### src/common/sar_consts.svh
// register offsets, field positions, reset values and timing counts
`ifndef SAR_CONSTS_SVH
`define SAR_CONSTS_SVH
`define OFS_MODE 8'hd2
`define OFS_RES_HI 8'hd3
`define OFS_RES_LO 8'hd4
`define OFS_REF 8'hd5
`define OFS_P4MASK 8'hd6
`define OFS_P5MASK 8'hd7
`define OFS_P2MASK 8'h9e
`define OFS_P3MASK 8'h9f
`define OFS_INTERRUPT_ENABLE_TWO 8'h9a
`define OFS_IRQ2 8'hbf
`define BIT_ENABLE 7
`define BIT_START 6
`define BIT_DONE 5
`define BIT_GATE 6
`define BIT_EXT_HI 7
`define BIT_EXT_LO 6
`define BIT_PWM_TRIG 4
`define BIT_VHS2 2
`define BIT_IRQ_EN 3
`define BIT_IRQ_FLAG 2
`define CONV_CLOCKS 7'd64
`define MASK_RESET 8'h00
`define CH_OPAMP0 5'h18
`define CH_OPAMP1 5'h19
`define CH_LEVEL 5'h1a
`define CH_LAST_EXT 5'h0b
`endif

### src/common/sar_pkg.sv
// types shared by the converter sequencer
package sar_pkg;
    typedef enum logic [1:0] {sel_ext, sel_opamp0, sel_opamp1, sel_level}
        src_kind_type;
    typedef struct packed {
        logic connect;
        src_kind_type kind;
        logic [3:0] ext_index;
        logic ext_hi;
        logic ext_lo;
        logic [1:0] hi_level;
        logic vdd_force;
    } route_type;
    typedef enum logic {st_idle, st_conv} state_type;
endpackage

### src/logic/sar_adc_sequencer.sv
// digital control of a 12-bit successive-approximation converter
// Overview of operation
// - writing start with enable begins conversion
// - start bit self-clears at conversion end unless pwm trigger active
// - end sets done, irq flag, loads result
// - flag with irq enable raises request
// - irq flag clears when interrupt serviced
// - pwm trigger converts continuously while pwm on
// - codes 0..11 route external inputs
// - codes 24..26 route opamps and level
// - channel connects only if gate set at conversion start
// - mask bit isolates digital path of pin
// - internal high reference level decode
// - external low and high reference select
// - clock select divides oscillator clock
// - conversion lasts 64 converter clocks
// - result split high byte, low nibble
// - result read-only, zero until first
// - result straight binary, 4096 steps
// - runs idle; completion with irq enable wakes from green
// - done set by hardware, cleared by zero
// - enable bit seven powers converter
`timescale 1ns/1ps
`default_nettype none
`include "sar_consts.svh"
module sar_adc_sequencer (
    input wire logic clk,
    input wire logic reset_n,
    input wire logic clk_en,
    input wire logic [7:0] reg_addr,
    input wire logic [7:0] reg_wdata,
    input wire logic reg_wr,
    input wire logic reg_rd,
    output logic [7:0] reg_rdata,
    input wire logic [11:0] core_result,
    input wire logic pwm_unit1_enable,
    input wire logic irq_serviced,
    input wire logic green_mode,
    output logic core_power,
    output logic core_sample,
    output logic core_clk_tick,
    output sar_pkg::route_type route,
    output logic [7:0] port2_analog_mask,
    output logic [7:0] port3_analog_mask,
    output logic [7:0] port4_analog_mask,
    output logic [7:0] port5_analog_mask,
    output logic irq_req,
    output logic wake_req
);
    logic [1:0] pwm_sync_ff;
    logic pwm_on;
    logic converter_enable_ff, nxt_converter_enable;
    logic conversion_start_ff, nxt_conversion_start;
    logic done_ff, nxt_done;
    logic [4:0] input_channel_code_ff, nxt_input_channel_code;
    logic channel_gate_ff, nxt_channel_gate;
    logic [1:0] converter_clock_select_ff, nxt_converter_clock_select;
    logic [7:0] ref_ff, nxt_ref;
    logic [7:0] p2_ff, nxt_p2, p3_ff, nxt_p3, p4_ff, nxt_p4, p5_ff, nxt_p5;
    logic irq_en_ff, nxt_irq_en;
    logic irq_flag_ff, nxt_irq_flag;
    logic [11:0] result_ff, nxt_result;
    logic [7:0] rdata_ff, nxt_rdata;
    sar_pkg::state_type state_ff, nxt_state;
    logic [3:0] div_ff, nxt_div;
    logic [6:0] cnt_ff, nxt_cnt;
    logic [1:0] held_cks_ff, nxt_held_cks;
    sar_pkg::route_type route_ff, nxt_route;
    logic tick_ff, nxt_tick;
    logic sample_ff, nxt_sample;
    logic irq_req_ff, nxt_irq_req;
    logic wake_ff, nxt_wake;
    logic finish, trig;

    // clock select to divide ratio minus one
    function automatic logic [3:0] div_last(input logic [1:0] cks);
        unique case (cks)
            2'b00: div_last = 4'hf;
            2'b01: div_last = 4'h7;
            2'b10: div_last = 4'h0;
            2'b11: div_last = 4'h1;
        endcase
    endfunction

    // channel code and references to analog routing
    function automatic sar_pkg::route_type decode_route(
        input logic [4:0] code, input logic gate, input logic [7:0] rf);
        sar_pkg::route_type r;
        r = '0;
        r.ext_hi = rf[`BIT_EXT_HI];
        r.ext_lo = rf[`BIT_EXT_LO];
        r.hi_level = rf[1:0];
        r.vdd_force = rf[`BIT_VHS2];
        r.ext_index = code[3:0];
        if (code <= `CH_LAST_EXT)
        begin
            r.connect = gate;
            r.kind = sar_pkg::sel_ext;
        end
        else if (code == `CH_OPAMP0)
        begin
            r.connect = gate;
            r.kind = sar_pkg::sel_opamp0;
        end
        else if (code == `CH_OPAMP1)
        begin
            r.connect = gate;
            r.kind = sar_pkg::sel_opamp1;
        end
        else if (code == `CH_LEVEL)
        begin
            r.connect = gate;
            r.kind = sar_pkg::sel_level;
        end
        return r;
    endfunction

    // pwm enable is from another block, two stages
    always_ff @(posedge clk or negedge reset_n)
    begin
        if (!reset_n)
            pwm_sync_ff <= 2'b00;
        else if (clk_en)
            pwm_sync_ff <= {pwm_sync_ff[0], pwm_unit1_enable};
    end
    assign pwm_on = pwm_sync_ff[1];

    assign finish = state_ff == sar_pkg::st_conv && tick_ff
        && cnt_ff == `CONV_CLOCKS - 7'd1;
    assign trig = ref_ff[`BIT_PWM_TRIG] && pwm_on;

    always_comb
    begin
        nxt_converter_enable = converter_enable_ff;
        nxt_conversion_start = conversion_start_ff;
        nxt_done = done_ff;
        nxt_input_channel_code = input_channel_code_ff;
        nxt_channel_gate = channel_gate_ff;
        nxt_converter_clock_select = converter_clock_select_ff;
        nxt_ref = ref_ff;
        nxt_p2 = p2_ff;
        nxt_p3 = p3_ff;
        nxt_p4 = p4_ff;
        nxt_p5 = p5_ff;
        nxt_irq_en = irq_en_ff;
        nxt_irq_flag = irq_flag_ff;
        nxt_result = result_ff;
        nxt_rdata = 8'h00;
        nxt_state = state_ff;
        nxt_div = div_ff;
        nxt_cnt = cnt_ff;
        nxt_held_cks = held_cks_ff;
        nxt_route = route_ff;
        nxt_tick = 1'b0;
        nxt_sample = 1'b0;
        if (reg_wr)
        begin
            unique case (reg_addr)
                `OFS_MODE:
                begin
                    nxt_converter_enable = reg_wdata[`BIT_ENABLE];
                    if (reg_wdata[`BIT_START] && reg_wdata[`BIT_ENABLE])
                        nxt_conversion_start = 1'b1;
                    else if (!reg_wdata[`BIT_START])
                        nxt_conversion_start = 1'b0;
                    if (!reg_wdata[`BIT_DONE])
                        nxt_done = 1'b0;
                    nxt_input_channel_code = reg_wdata[4:0];
                end
                `OFS_RES_LO:
                begin
                    nxt_channel_gate = reg_wdata[`BIT_GATE];
                    nxt_converter_clock_select = reg_wdata[5:4];
                end
                `OFS_REF: nxt_ref = reg_wdata & 8'hd7;
                `OFS_P2MASK: nxt_p2 = reg_wdata & 8'hf0;
                `OFS_P3MASK: nxt_p3 = reg_wdata;
                `OFS_P4MASK: nxt_p4 = reg_wdata;
                `OFS_P5MASK: nxt_p5 = reg_wdata & 8'h3f;
                `OFS_INTERRUPT_ENABLE_TWO: nxt_irq_en = reg_wdata[`BIT_IRQ_EN];
                `OFS_IRQ2:
                    if (!reg_wdata[`BIT_IRQ_FLAG])
                        nxt_irq_flag = 1'b0;
                default: ;
            endcase
        end
        if (irq_serviced)
            nxt_irq_flag = 1'b0;
        if (!nxt_converter_enable)
            nxt_conversion_start = 1'b0;
        unique case (state_ff)
            sar_pkg::st_idle:
                if (converter_enable_ff && (conversion_start_ff || trig))
                begin
                    nxt_state = sar_pkg::st_conv;
                    nxt_conversion_start = 1'b1;
                    nxt_held_cks = converter_clock_select_ff;
                    nxt_route = decode_route(input_channel_code_ff,
                        channel_gate_ff, ref_ff);
                    nxt_div = 4'h0;
                    nxt_cnt = 7'd0;
                    nxt_sample = 1'b1;
                end
            sar_pkg::st_conv:
            begin
                if (!converter_enable_ff)
                    nxt_state = sar_pkg::st_idle;
                else if (finish)
                begin
                    nxt_state = sar_pkg::st_idle;
                    nxt_conversion_start = trig;
                    nxt_done = 1'b1;
                    nxt_irq_flag = 1'b1;
                    nxt_result = core_result;
                end
                else if (tick_ff)
                    nxt_cnt = cnt_ff + 7'd1;
                if (div_ff == div_last(held_cks_ff))
                begin
                    nxt_div = 4'h0;
                    nxt_tick = !finish;
                end
                else
                    nxt_div = div_ff + 4'h1;
            end
        endcase
        if (!converter_enable_ff)
            nxt_route.connect = 1'b0;
        if (reg_rd)
        begin
            unique case (reg_addr)
                `OFS_MODE: nxt_rdata = {converter_enable_ff,
                    conversion_start_ff, done_ff, input_channel_code_ff};
                `OFS_RES_HI: nxt_rdata = result_ff[11:4];
                `OFS_RES_LO: nxt_rdata = {1'b0, channel_gate_ff,
                    converter_clock_select_ff, result_ff[3:0]};
                `OFS_REF: nxt_rdata = ref_ff;
                `OFS_P2MASK: nxt_rdata = p2_ff;
                `OFS_P3MASK: nxt_rdata = p3_ff;
                `OFS_P4MASK: nxt_rdata = p4_ff;
                `OFS_P5MASK: nxt_rdata = p5_ff;
                `OFS_INTERRUPT_ENABLE_TWO: nxt_rdata = {4'h0, irq_en_ff, 3'h0};
                `OFS_IRQ2: nxt_rdata = {5'h00, irq_flag_ff, 2'b00};
                default: nxt_rdata = 8'h00;
            endcase
        end
        nxt_irq_req = irq_en_ff && irq_flag_ff;
        nxt_wake = irq_en_ff && finish && green_mode;
    end

    always_ff @(posedge clk or negedge reset_n)
    begin
        if (!reset_n)
        begin
            converter_enable_ff <= 1'b0;
            conversion_start_ff <= 1'b0;
            done_ff <= 1'b0;
            input_channel_code_ff <= 5'h00;
            channel_gate_ff <= 1'b0;
            converter_clock_select_ff <= 2'b00;
            ref_ff <= 8'h00;
            p2_ff <= `MASK_RESET;
            p3_ff <= `MASK_RESET;
            p4_ff <= `MASK_RESET;
            p5_ff <= `MASK_RESET;
            irq_en_ff <= 1'b0;
            irq_flag_ff <= 1'b0;
            result_ff <= 12'h000;
            rdata_ff <= 8'h00;
            state_ff <= sar_pkg::st_idle;
            div_ff <= 4'h0;
            cnt_ff <= 7'd0;
            held_cks_ff <= 2'b00;
            route_ff <= '0;
            tick_ff <= 1'b0;
            sample_ff <= 1'b0;
            irq_req_ff <= 1'b0;
            wake_ff <= 1'b0;
        end
        else if (clk_en)
        begin
            converter_enable_ff <= nxt_converter_enable;
            conversion_start_ff <= nxt_conversion_start;
            done_ff <= nxt_done;
            input_channel_code_ff <= nxt_input_channel_code;
            channel_gate_ff <= nxt_channel_gate;
            converter_clock_select_ff <= nxt_converter_clock_select;
            ref_ff <= nxt_ref;
            p2_ff <= nxt_p2;
            p3_ff <= nxt_p3;
            p4_ff <= nxt_p4;
            p5_ff <= nxt_p5;
            irq_en_ff <= nxt_irq_en;
            irq_flag_ff <= nxt_irq_flag;
            result_ff <= nxt_result;
            rdata_ff <= nxt_rdata;
            state_ff <= nxt_state;
            div_ff <= nxt_div;
            cnt_ff <= nxt_cnt;
            held_cks_ff <= nxt_held_cks;
            route_ff <= nxt_route;
            tick_ff <= nxt_tick;
            sample_ff <= nxt_sample;
            irq_req_ff <= nxt_irq_req;
            wake_ff <= nxt_wake;
        end
    end

    assign reg_rdata = rdata_ff;
    assign core_power = converter_enable_ff;
    assign core_sample = sample_ff;
    assign core_clk_tick = tick_ff;
    assign route = route_ff;
    assign port2_analog_mask = p2_ff;
    assign port3_analog_mask = p3_ff;
    assign port4_analog_mask = p4_ff;
    assign port5_analog_mask = p5_ff;
    assign irq_req = irq_req_ff;
    assign wake_req = wake_ff;

    property p_done_sets_flags;
        @(posedge clk) disable iff (!reset_n)
        (clk_en && finish) |=> (done_ff && irq_flag_ff);
    endproperty
    a_done_sets_flags: assert property (p_done_sets_flags)
        else $error("done without flags");

    property p_start_clears;
        @(posedge clk) disable iff (!reset_n)
        (clk_en && finish && !trig) |=> !conversion_start_ff;
    endproperty
    a_start_clears: assert property (p_start_clears)
        else $error("start bit not cleared");

    property p_ignored_start;
        @(posedge clk) disable iff (!reset_n)
        (clk_en && !converter_enable_ff && state_ff == sar_pkg::st_idle)
            |=> state_ff == sar_pkg::st_idle;
    endproperty
    a_ignored_start: assert property (p_ignored_start)
        else $error("conversion while disabled");

    property p_irq_follows;
        @(posedge clk) disable iff (!reset_n)
        (clk_en && irq_en_ff && irq_flag_ff) |=> irq_req_ff;
    endproperty
    a_irq_follows: assert property (p_irq_follows)
        else $error("irq request missing");

    property p_service_clears;
        @(posedge clk) disable iff (!reset_n)
        (clk_en && irq_serviced && !finish) |=> !irq_flag_ff;
    endproperty
    a_service_clears: assert property (p_service_clears)
        else $error("flag not cleared on service");

    property p_result_loaded;
        @(posedge clk) disable iff (!reset_n)
        (clk_en && finish) |=> result_ff == $past(core_result);
    endproperty
    a_result_loaded: assert property (p_result_loaded)
        else $error("result not loaded");

    property p_held_cks;
        @(posedge clk) disable iff (!reset_n)
        (state_ff == sar_pkg::st_conv && $past(state_ff)
            == sar_pkg::st_conv) |-> $stable(held_cks_ff);
    endproperty
    a_held_cks: assert property (p_held_cks)
        else $error("clock select changed mid conversion");

    property p_count_bound;
        @(posedge clk) disable iff (!reset_n)
        cnt_ff < `CONV_CLOCKS;
    endproperty
    a_count_bound: assert property (p_count_bound)
        else $error("conversion count overrun");

    property p_fast_clock;
        @(posedge clk) disable iff (!reset_n)
        (state_ff == sar_pkg::st_conv && held_cks_ff == 2'b10 && clk_en
            && !finish && converter_enable_ff) |=> tick_ff;
    endproperty
    a_fast_clock: assert property (p_fast_clock)
        else $error("undivided clock missed a tick");
endmodule
`default_nettype wire

### config.mk
export PLATFORM = sky130hd
export DESIGN_NAME = sar_adc_sequencer
export DESIGN_NICKNAME = d
export VERILOG_FILES = /design/src/common/sar_pkg.sv /design/src/logic/sar_adc_sequencer.sv
export VERILOG_INCLUDE_DIRS = /design/src /design/src/common
export SDC_FILE = /design/constraint.sdc
export NUM_CORES = 1
export LEC_CHECK = 0
export BUFFER_PORTS_ARGS = -buffer_cell sky130_fd_sc_hd__buf_2
export CAP_MARGIN = 20
export CORE_MARGIN = 2
export CORE_UTILIZATION = 50
export CTS_CLUSTER_DIAMETER = 120
export DETAILED_ROUTE_END_ITERATION = 12
export HOLD_SLACK_MARGIN = 0.1
export PLACE_DENSITY = 0.76
export SYNTH_ARGS = -nofsm -noshare
export SYNTH_HDL_FRONTEND = slang
export SYNTH_SLANG_ARGS = --single-unit
### constraint.sdc
create_clock -name clk -period 2 [get_ports clk]
set_clock_uncertainty 0.1 [all_clocks]
set_input_delay 0.4 -clock clk [delete_from_list [all_inputs] [get_ports clk]]
set_output_delay 0.4 -clock clk [all_outputs]
set_load 0.01 [all_outputs]
==> metrics.txt, run 1 <==
status finished clean; first drt pass iteration count 4; RSZ-0062 raised after global routing no; first-pass GRT wire length 19.71 mm; clock slew at reported path FFs 0.10 ns; n_diodes 0; Register Area around 2400 um2; Site Rows 35; DP Wirelength 9.011 mm; Comb power frac 9.6%; FF+latch count, synth 97; ys flop type dfrtp_1; Post-synth EDFFs 0; placed inst area between 5000 and 6000 um2; share of cells above drive strength 1 37.99%; total of max-cap violations 0; Vias 3813; Mapped Area 4771 um2; post-synthesis compound-gate area fraction 8.471%; Tcrit/Tclk final 93.53%; worst min path class input port to register; Cell variety after synth 59; largest family of logic cells by synthesized area multiplexers; multi-input logic area 2193 um2; CP arrival between 2 and 2.5 ns; final WL 12.02 mm; fin crit period ~1.9 ns; PwrDens 620.5 nW/um2; root buf cell clkbuf_8; Initial DRC Count ~250; PortBufs 86; P_leak 2.928 nW; syn avg cell area 10.94 um2; # IOs 93; fillcell total 735; CTS Sinks 97; fraction of registers with async set/reset 100.0%; Synth top area share 50.88%; GP Congestion 0.8913; Remaining DRCs 0; top post-synthesis cells by area dfrtp_1, mux2_2, nand2_1; Worst Path Max Fanout 14; Int Pwr 2.617 mW; Syn. warnings 0; Starting Density 51.63%; CP Launch Type register; worst path required time 2.14 ns; Clk pwr share 33.3%; initial antenna violation count 0; sw power 971.1 uW; largest net degree at the start of global routing 42; vias per cell around 5.6; Final #Nets 591; Core Box Area 9240 um2; sequential fraction of the synthesis area 50.88%; fmax ~0.53 GHz; cts bufs inserted 9; synthesized-area fraction occupied by and/or/nand/nor cells 16.55%; GRT Util Overall 24.84%; number of max-slew violations in the final report 0; post-route ant nets 0; XOR/XNOR Fraction of Synth Area 1.101%; global route overflow 0; critical path class register to register; Layout Utilization 62.57%; Final setup violation count 0; Worst VDD drop about 0.38 mV; die footprint about 10000 um2; vias in the first global route roughly 3900; cell area after layout 5782 um2; post-synthesis mux area share 18.57%; DIE WIDTH 101.7 um; htree depth 3; Final Hold Viols 0; maximum buffer depth of the clock tree 2; count leader, synth dfrtp_1; Cells after Synth 436; Setup crit end kind register; sw frac 27.07%; sequential fraction of design power 57.2%; synthesized-area fraction occupied by adder cells 0.5245%; drt wl/cell 17.50 um; Worst-Skew Late Latency 0.36 ns; die height 101.7 um; P&R area growth vs syn 21.19%; cell taking the most area after synthesis dfrtp_1; synth cell count leaders dfrtp_1, nand2_1, mux2_2; CTS tree built
==> state kept, by name (all words and copies together), names as in the netlist, 2 cells and up <==
signal and flops:
result_ff 12, div_ff 4, converter_clock_select_ff 2, ref_ff 6, port2_analog_mask 4, port5_analog_mask 6
route 12, cnt_ff 7, reg_rdata 8, pwm_sync_ff 2, held_cks_ff 2, port3_analog_mask 8
port4_analog_mask 8, input_channel_code_ff 5
==> stage by stage <==
stage | hold WS, ns | power [mW] | TNS (ns) | cells | setup slack (ns)
floorplan | 0.004409 | 2.237 | 0 | 441 | 0.01570
global placement | 0.2503 | 2.418 | -0.3665 | 670 | -0.05044
detailed placement | 0.2598 | 2.431 | -0.5445 | 670 | -0.07799
CTS | 0.1546 | 3.606 | 0 | 687 | 0.06889
global route | 0.1503 | 3.726 | 0 | 687 | 0.02499
finish | 0.1607 | 3.588 | 0 | 687 | 0.1293
==> power groups by stage <==
stage / logic (mW) / clock network [mW] / registers (mW)
detailed placement: 0.343 / 0 / 2.09
floorplan: 0.153 / 0 / 2.08
finish: 0.343 / 1.19 / 2.05
global route: 0.381 / 1.29 / 2.06
global placement: 0.333 / 0 / 2.09
CTS: 0.346 / 1.21 / 2.05
==> per-layer routing <==
metal / track usage, % / up-vias / share of wire (%)
li1: - / 1786 / -
met1: 35.58 / 1874 / 46
met4: 8.836 / 0 / 2.4
met2: 37.85 / 133 / 46
met3: 4.900 / 20 / 4.8
met5: 0 / - / 0
==> area by class of cell <==
class | count | area share [%]
Sequential cell | 97 | 41.98
Multi-Input combinational cell | 306 | 37.94
Timing Repair Buffer | 129 | 13.55
Tap cell | 129 | 2.792
Clock inverter | 6 | 0.8873
Clock buffer | 10 | 2.207
Inverter | 10 | 0.6492
==> path summary, 6_finish.rpt <==
kind                                                  end  slack, ns  cells past startpoint                  start
worst max-delay path             result_ff[0]$_DFFE_PN0P_       0.13                      6  cnt_ff[0]$_DFFE_PN0P_
worst min-delay path             result_ff[7]$_DFFE_PN0P_       0.16                      2         core_result[7]
worst max register to register   result_ff[0]$_DFFE_PN0P_       0.13                      6  cnt_ff[0]$_DFFE_PN0P_
worst min register to register       route[1]$_DFFE_PN0P_       0.39                      2   route[1]$_DFFE_PN0P_
max in group asynchronous       result_ff[10]$_DFFE_PN0P_       0.83                      3                reset_n
min in group asynchronous            route[2]$_DFFE_PN0P_       0.39                      2                reset_n
==> worst max-delay path, cell delays in order, from the launching register on <==
cell and delay [ns]:
dfrtp_1 0.41, ha_1 0.22, nand3_1 0.12, nor3_2 0.16, and3_1 0.24, buf_12 0.17, mux2_2 0.34
==> logic make-up after synthesis <==
kind of cell	count (synthesis)
flip-flops	97
buffers and inverters	38
multiplexers	74
AND/OR/NAND/NOR	155
XOR/XNOR	6
other	1
AO/OA/AOI/OAI	63
adder cells (fa/ha/maj)	2
==> what timing repair did <==
| item | 4_1_cts | 5_1_grt |
|---|---|---|
| resized for setup | 0 | 1 |
| hold buffers | 1 | 0 |
| endpoints found under the setup margin | 0 | 12 |
| buffers inserted | 0 | 0 |
| hold endpoints to repair | 27 | 0 |
==> cell usage in the layout (no fill, tap or decap), types with 3 or more instances in the layout <==
| cell | count |
|---|---|
| nand2_1 | 63 |
| mux2i_1 | 12 |
| nor3_1 | 8 |
| nor3b_1 | 4 |
| clkbuf_8 | 9 |
| o211ai_1 | 3 |
| buf_2 | 85 |
| mux4_2 | 4 |
| buf_4 | 41 |
| nand4_1 | 5 |
| nand2b_1 | 4 |
| a211oi_1 | 5 |
| o21ai_0 | 23 |
| nor2_1 | 20 |
| mux2_4 | 6 |
| and3_1 | 6 |
| clkinvlp_4 | 3 |
| a22oi_1 | 3 |
| nor4b_1 | 3 |
| inv_1 | 10 |
| dfrtp_1 | 97 |
| nand3b_1 | 4 |
| xnor2_1 | 5 |
| a21oi_1 | 7 |
| o22ai_1 | 5 |
| mux2_2 | 52 |
| nand3_1 | 20 |
| conb_1 | 6 |
Power figures use the tool's default switching activity.
==> run 2, diff against run 1 <==
--- a/config.mk
+++ b/config.mk
@@ -10,10 +10,12 @@
 export CAP_MARGIN = 20
 export CORE_MARGIN = 2
 export CORE_UTILIZATION = 50
+export CTS_BUF_LIST = sky130_fd_sc_hd__clkbuf_16
 export CTS_CLUSTER_DIAMETER = 120
 export DETAILED_ROUTE_END_ITERATION = 12
 export HOLD_SLACK_MARGIN = 0.1
 export PLACE_DENSITY = 0.76
+export RECOVER_POWER = 25
 export SYNTH_ARGS = -nofsm -noshare
 export SYNTH_HDL_FRONTEND = slang
 export SYNTH_SLANG_ARGS = --single-unit
==> metrics.txt, run 2 (synthesized netlist as in run 1, its figures left out) <==
root buf cell clkbuf_16; Worst-Skew Late Latency 0.34 ns (-0.02 ns); slowest CP cell dfrtp_1; Final #Nets 591 (unchanged); Slew @ Worst Pin 0.7599 ns; Vias 3898 (+2.2%); Slew Limit Headroom 49.34%; Tcrit/Tclk final 93.99% (+0.45 points); commonest non-fill, non-tap cell in the layout dfrtp_1; CP Launch Type register; cts bufs inserted 9 (unchanged); worst path required time 2.13 ns (about the same); die height 101.7 um (unchanged); largest net degree at the start of global routing 42 (unchanged); htree depth 3 (unchanged); vias in the first global route 3882 (+0.47%); Layout Cells excl Fill 687 (unchanged); DIE WIDTH 101.7 um (unchanged); die footprint 10340 um2 (unchanged); Worst Path Max Fanout 14 (unchanged); # IOs 93 (unchanged); number of max-slew violations in the final report 0 (unchanged); P_leak 2.971 nW (+1.5%); P&R area growth vs syn 23.11%; share of cells above drive strength 1 37.63% (-0.36 points); RSZ-0062 raised after global routing no; WHS 0.1846 ns (+0.02399 ns); Site Rows 35 (unchanged); GP Congestion 0.8913 (unchanged); Initial DRC Count 236 (-4.1%); Layout Utilization 63.56% (+0.99 points); # Post-CTS Setup Buffers 0 (unchanged); Setup crit end kind register; DP Wirelength 9.011 mm (unchanged); Register Area 2427 um2 (unchanged); GRT Util Overall 25.33% (+0.49 points); Remaining DRCs 0 (unchanged); total power 4.032 mW (+12%); first drt pass iteration count 5 (+1); worst path cell trace ha_1, nand3_1, nor3_2, and3_1, buf_12, mux2_2; fmax 0.5320 GHz (-0.48%); clock slew at reported path FFs 0.07 ns (-0.03 ns); Core Box Area 9240 um2 (unchanged); first-pass GRT wire length 20.00 mm (+1.5%); total of max-cap violations 0 (unchanged); multi-input logic area 2193 um2 (unchanged); CTS tree built; PwrDens 686.5 nW/um2 (+11%); CTS Sinks 97 (unchanged); post-route ant nets 0 (unchanged); Final Hold Viols 0 (unchanged); final WL 12.23 mm (+1.7%); Worst VDD drop 0.4343 mV (+14%); initial antenna violation count 0 (unchanged); commonest cells after routing, fill and taps aside dfrtp_1, buf_2, nand2_1; drt wl/cell 17.79 um (+1.7%); Placed Cells 670 (unchanged); fillcell total 722 (-1.8%); global route overflow 0 (unchanged); worst min path class input port to register; status finished clean; maximum buffer depth of the clock tree 2 (unchanged); Final setup violation count 0 (unchanged); n_diodes 0 (unchanged); PortBufs 86 (unchanged); R2R setup slack 0.12 ns (about the same); vias per cell 5.674 (+2.2%); critical path's largest stage delay 0.40 ns (about the same); CP arrival 2.01 ns (about the same); fin crit period 1.880 ns (+0.009065 ns); critical path class register to register; Starting Density 51.63% (unchanged)
## run 2: area by class of cell
| class | count | area share (%) |
|---|---|---|
| clock inverters | 7 | 0.9374 |
| clock buffers | 9 | 3.835 |
| multi-input cells | 306 | 37.35 |
| inverters | 10 | 0.6391 |
| flip-flops and latches | 97 | 41.33 |
| repair buffers | 129 | 13.17 |
| well taps | 129 | 2.748 |
## run 2: worst paths after layout
| check | start | endpoint | cells after the start |
|---|---|---|---|
| min | core_result[7] | result_ff[7]$_DFFE_PN0P_ | 2 |
| min reg2reg | route[1]$_DFFE_PN0P_ | route[1]$_DFFE_PN0P_ | 2 |
| max | cnt_ff[0]$_DFFE_PN0P_ | result_ff[6]$_DFFE_PN0P_ | 6 |
| max reg2reg | cnt_ff[0]$_DFFE_PN0P_ | result_ff[6]$_DFFE_PN0P_ | 6 |
| max in group asynchronous | reset_n | ref_ff[4]$_DFFE_PN0P_ | 3 |
| min in group asynchronous | reset_n | route[2]$_DFFE_PN0P_ | 2 |
## run 2: routing by layer
metal  track usage [%]  share of wire (%)  up-vias
met3             3.934                6.4       30
met1             35.64                 43     1909
li1                  -                  -     1797
met4             10.81                2.6        0
met2             39.22                 48      162
met5                 0                  0        -
## run 2: power breakdown
group | internal, mW | switching, mW
logic | 0.142 | 0.201
clock network | 0.854 | 0.782
registers | 2.00 | 0.0479
total | 3.00 | 1.03
## run 2: through the flow
step,cell area (um2),setup slack [ns],setup TNS (ns)
after floorplan,4798,0.01570,0
after global placement,5588,-0.05044,-0.3665
after detailed placement,5588,-0.07799,-0.5445
after CTS,5878,0.06481,0
after global routing,5873,0.02040,0
final,5873,0.1202,0
## run 2: timing repair
action,4_1_cts,5_1_grt
hold endpoints to repair,27,0
hold buffers,1,0
setup endpoints to repair,0,12
gates resized for setup,0,1
## run 2: critical path, delay by kind of cell, from the launching register on
kind	cells	cell delay [ns]
flops	1	0.40
mux	1	0.35
simple gates	3	0.52
buf+inv	1	0.17
fa+ha+maj	1	0.22
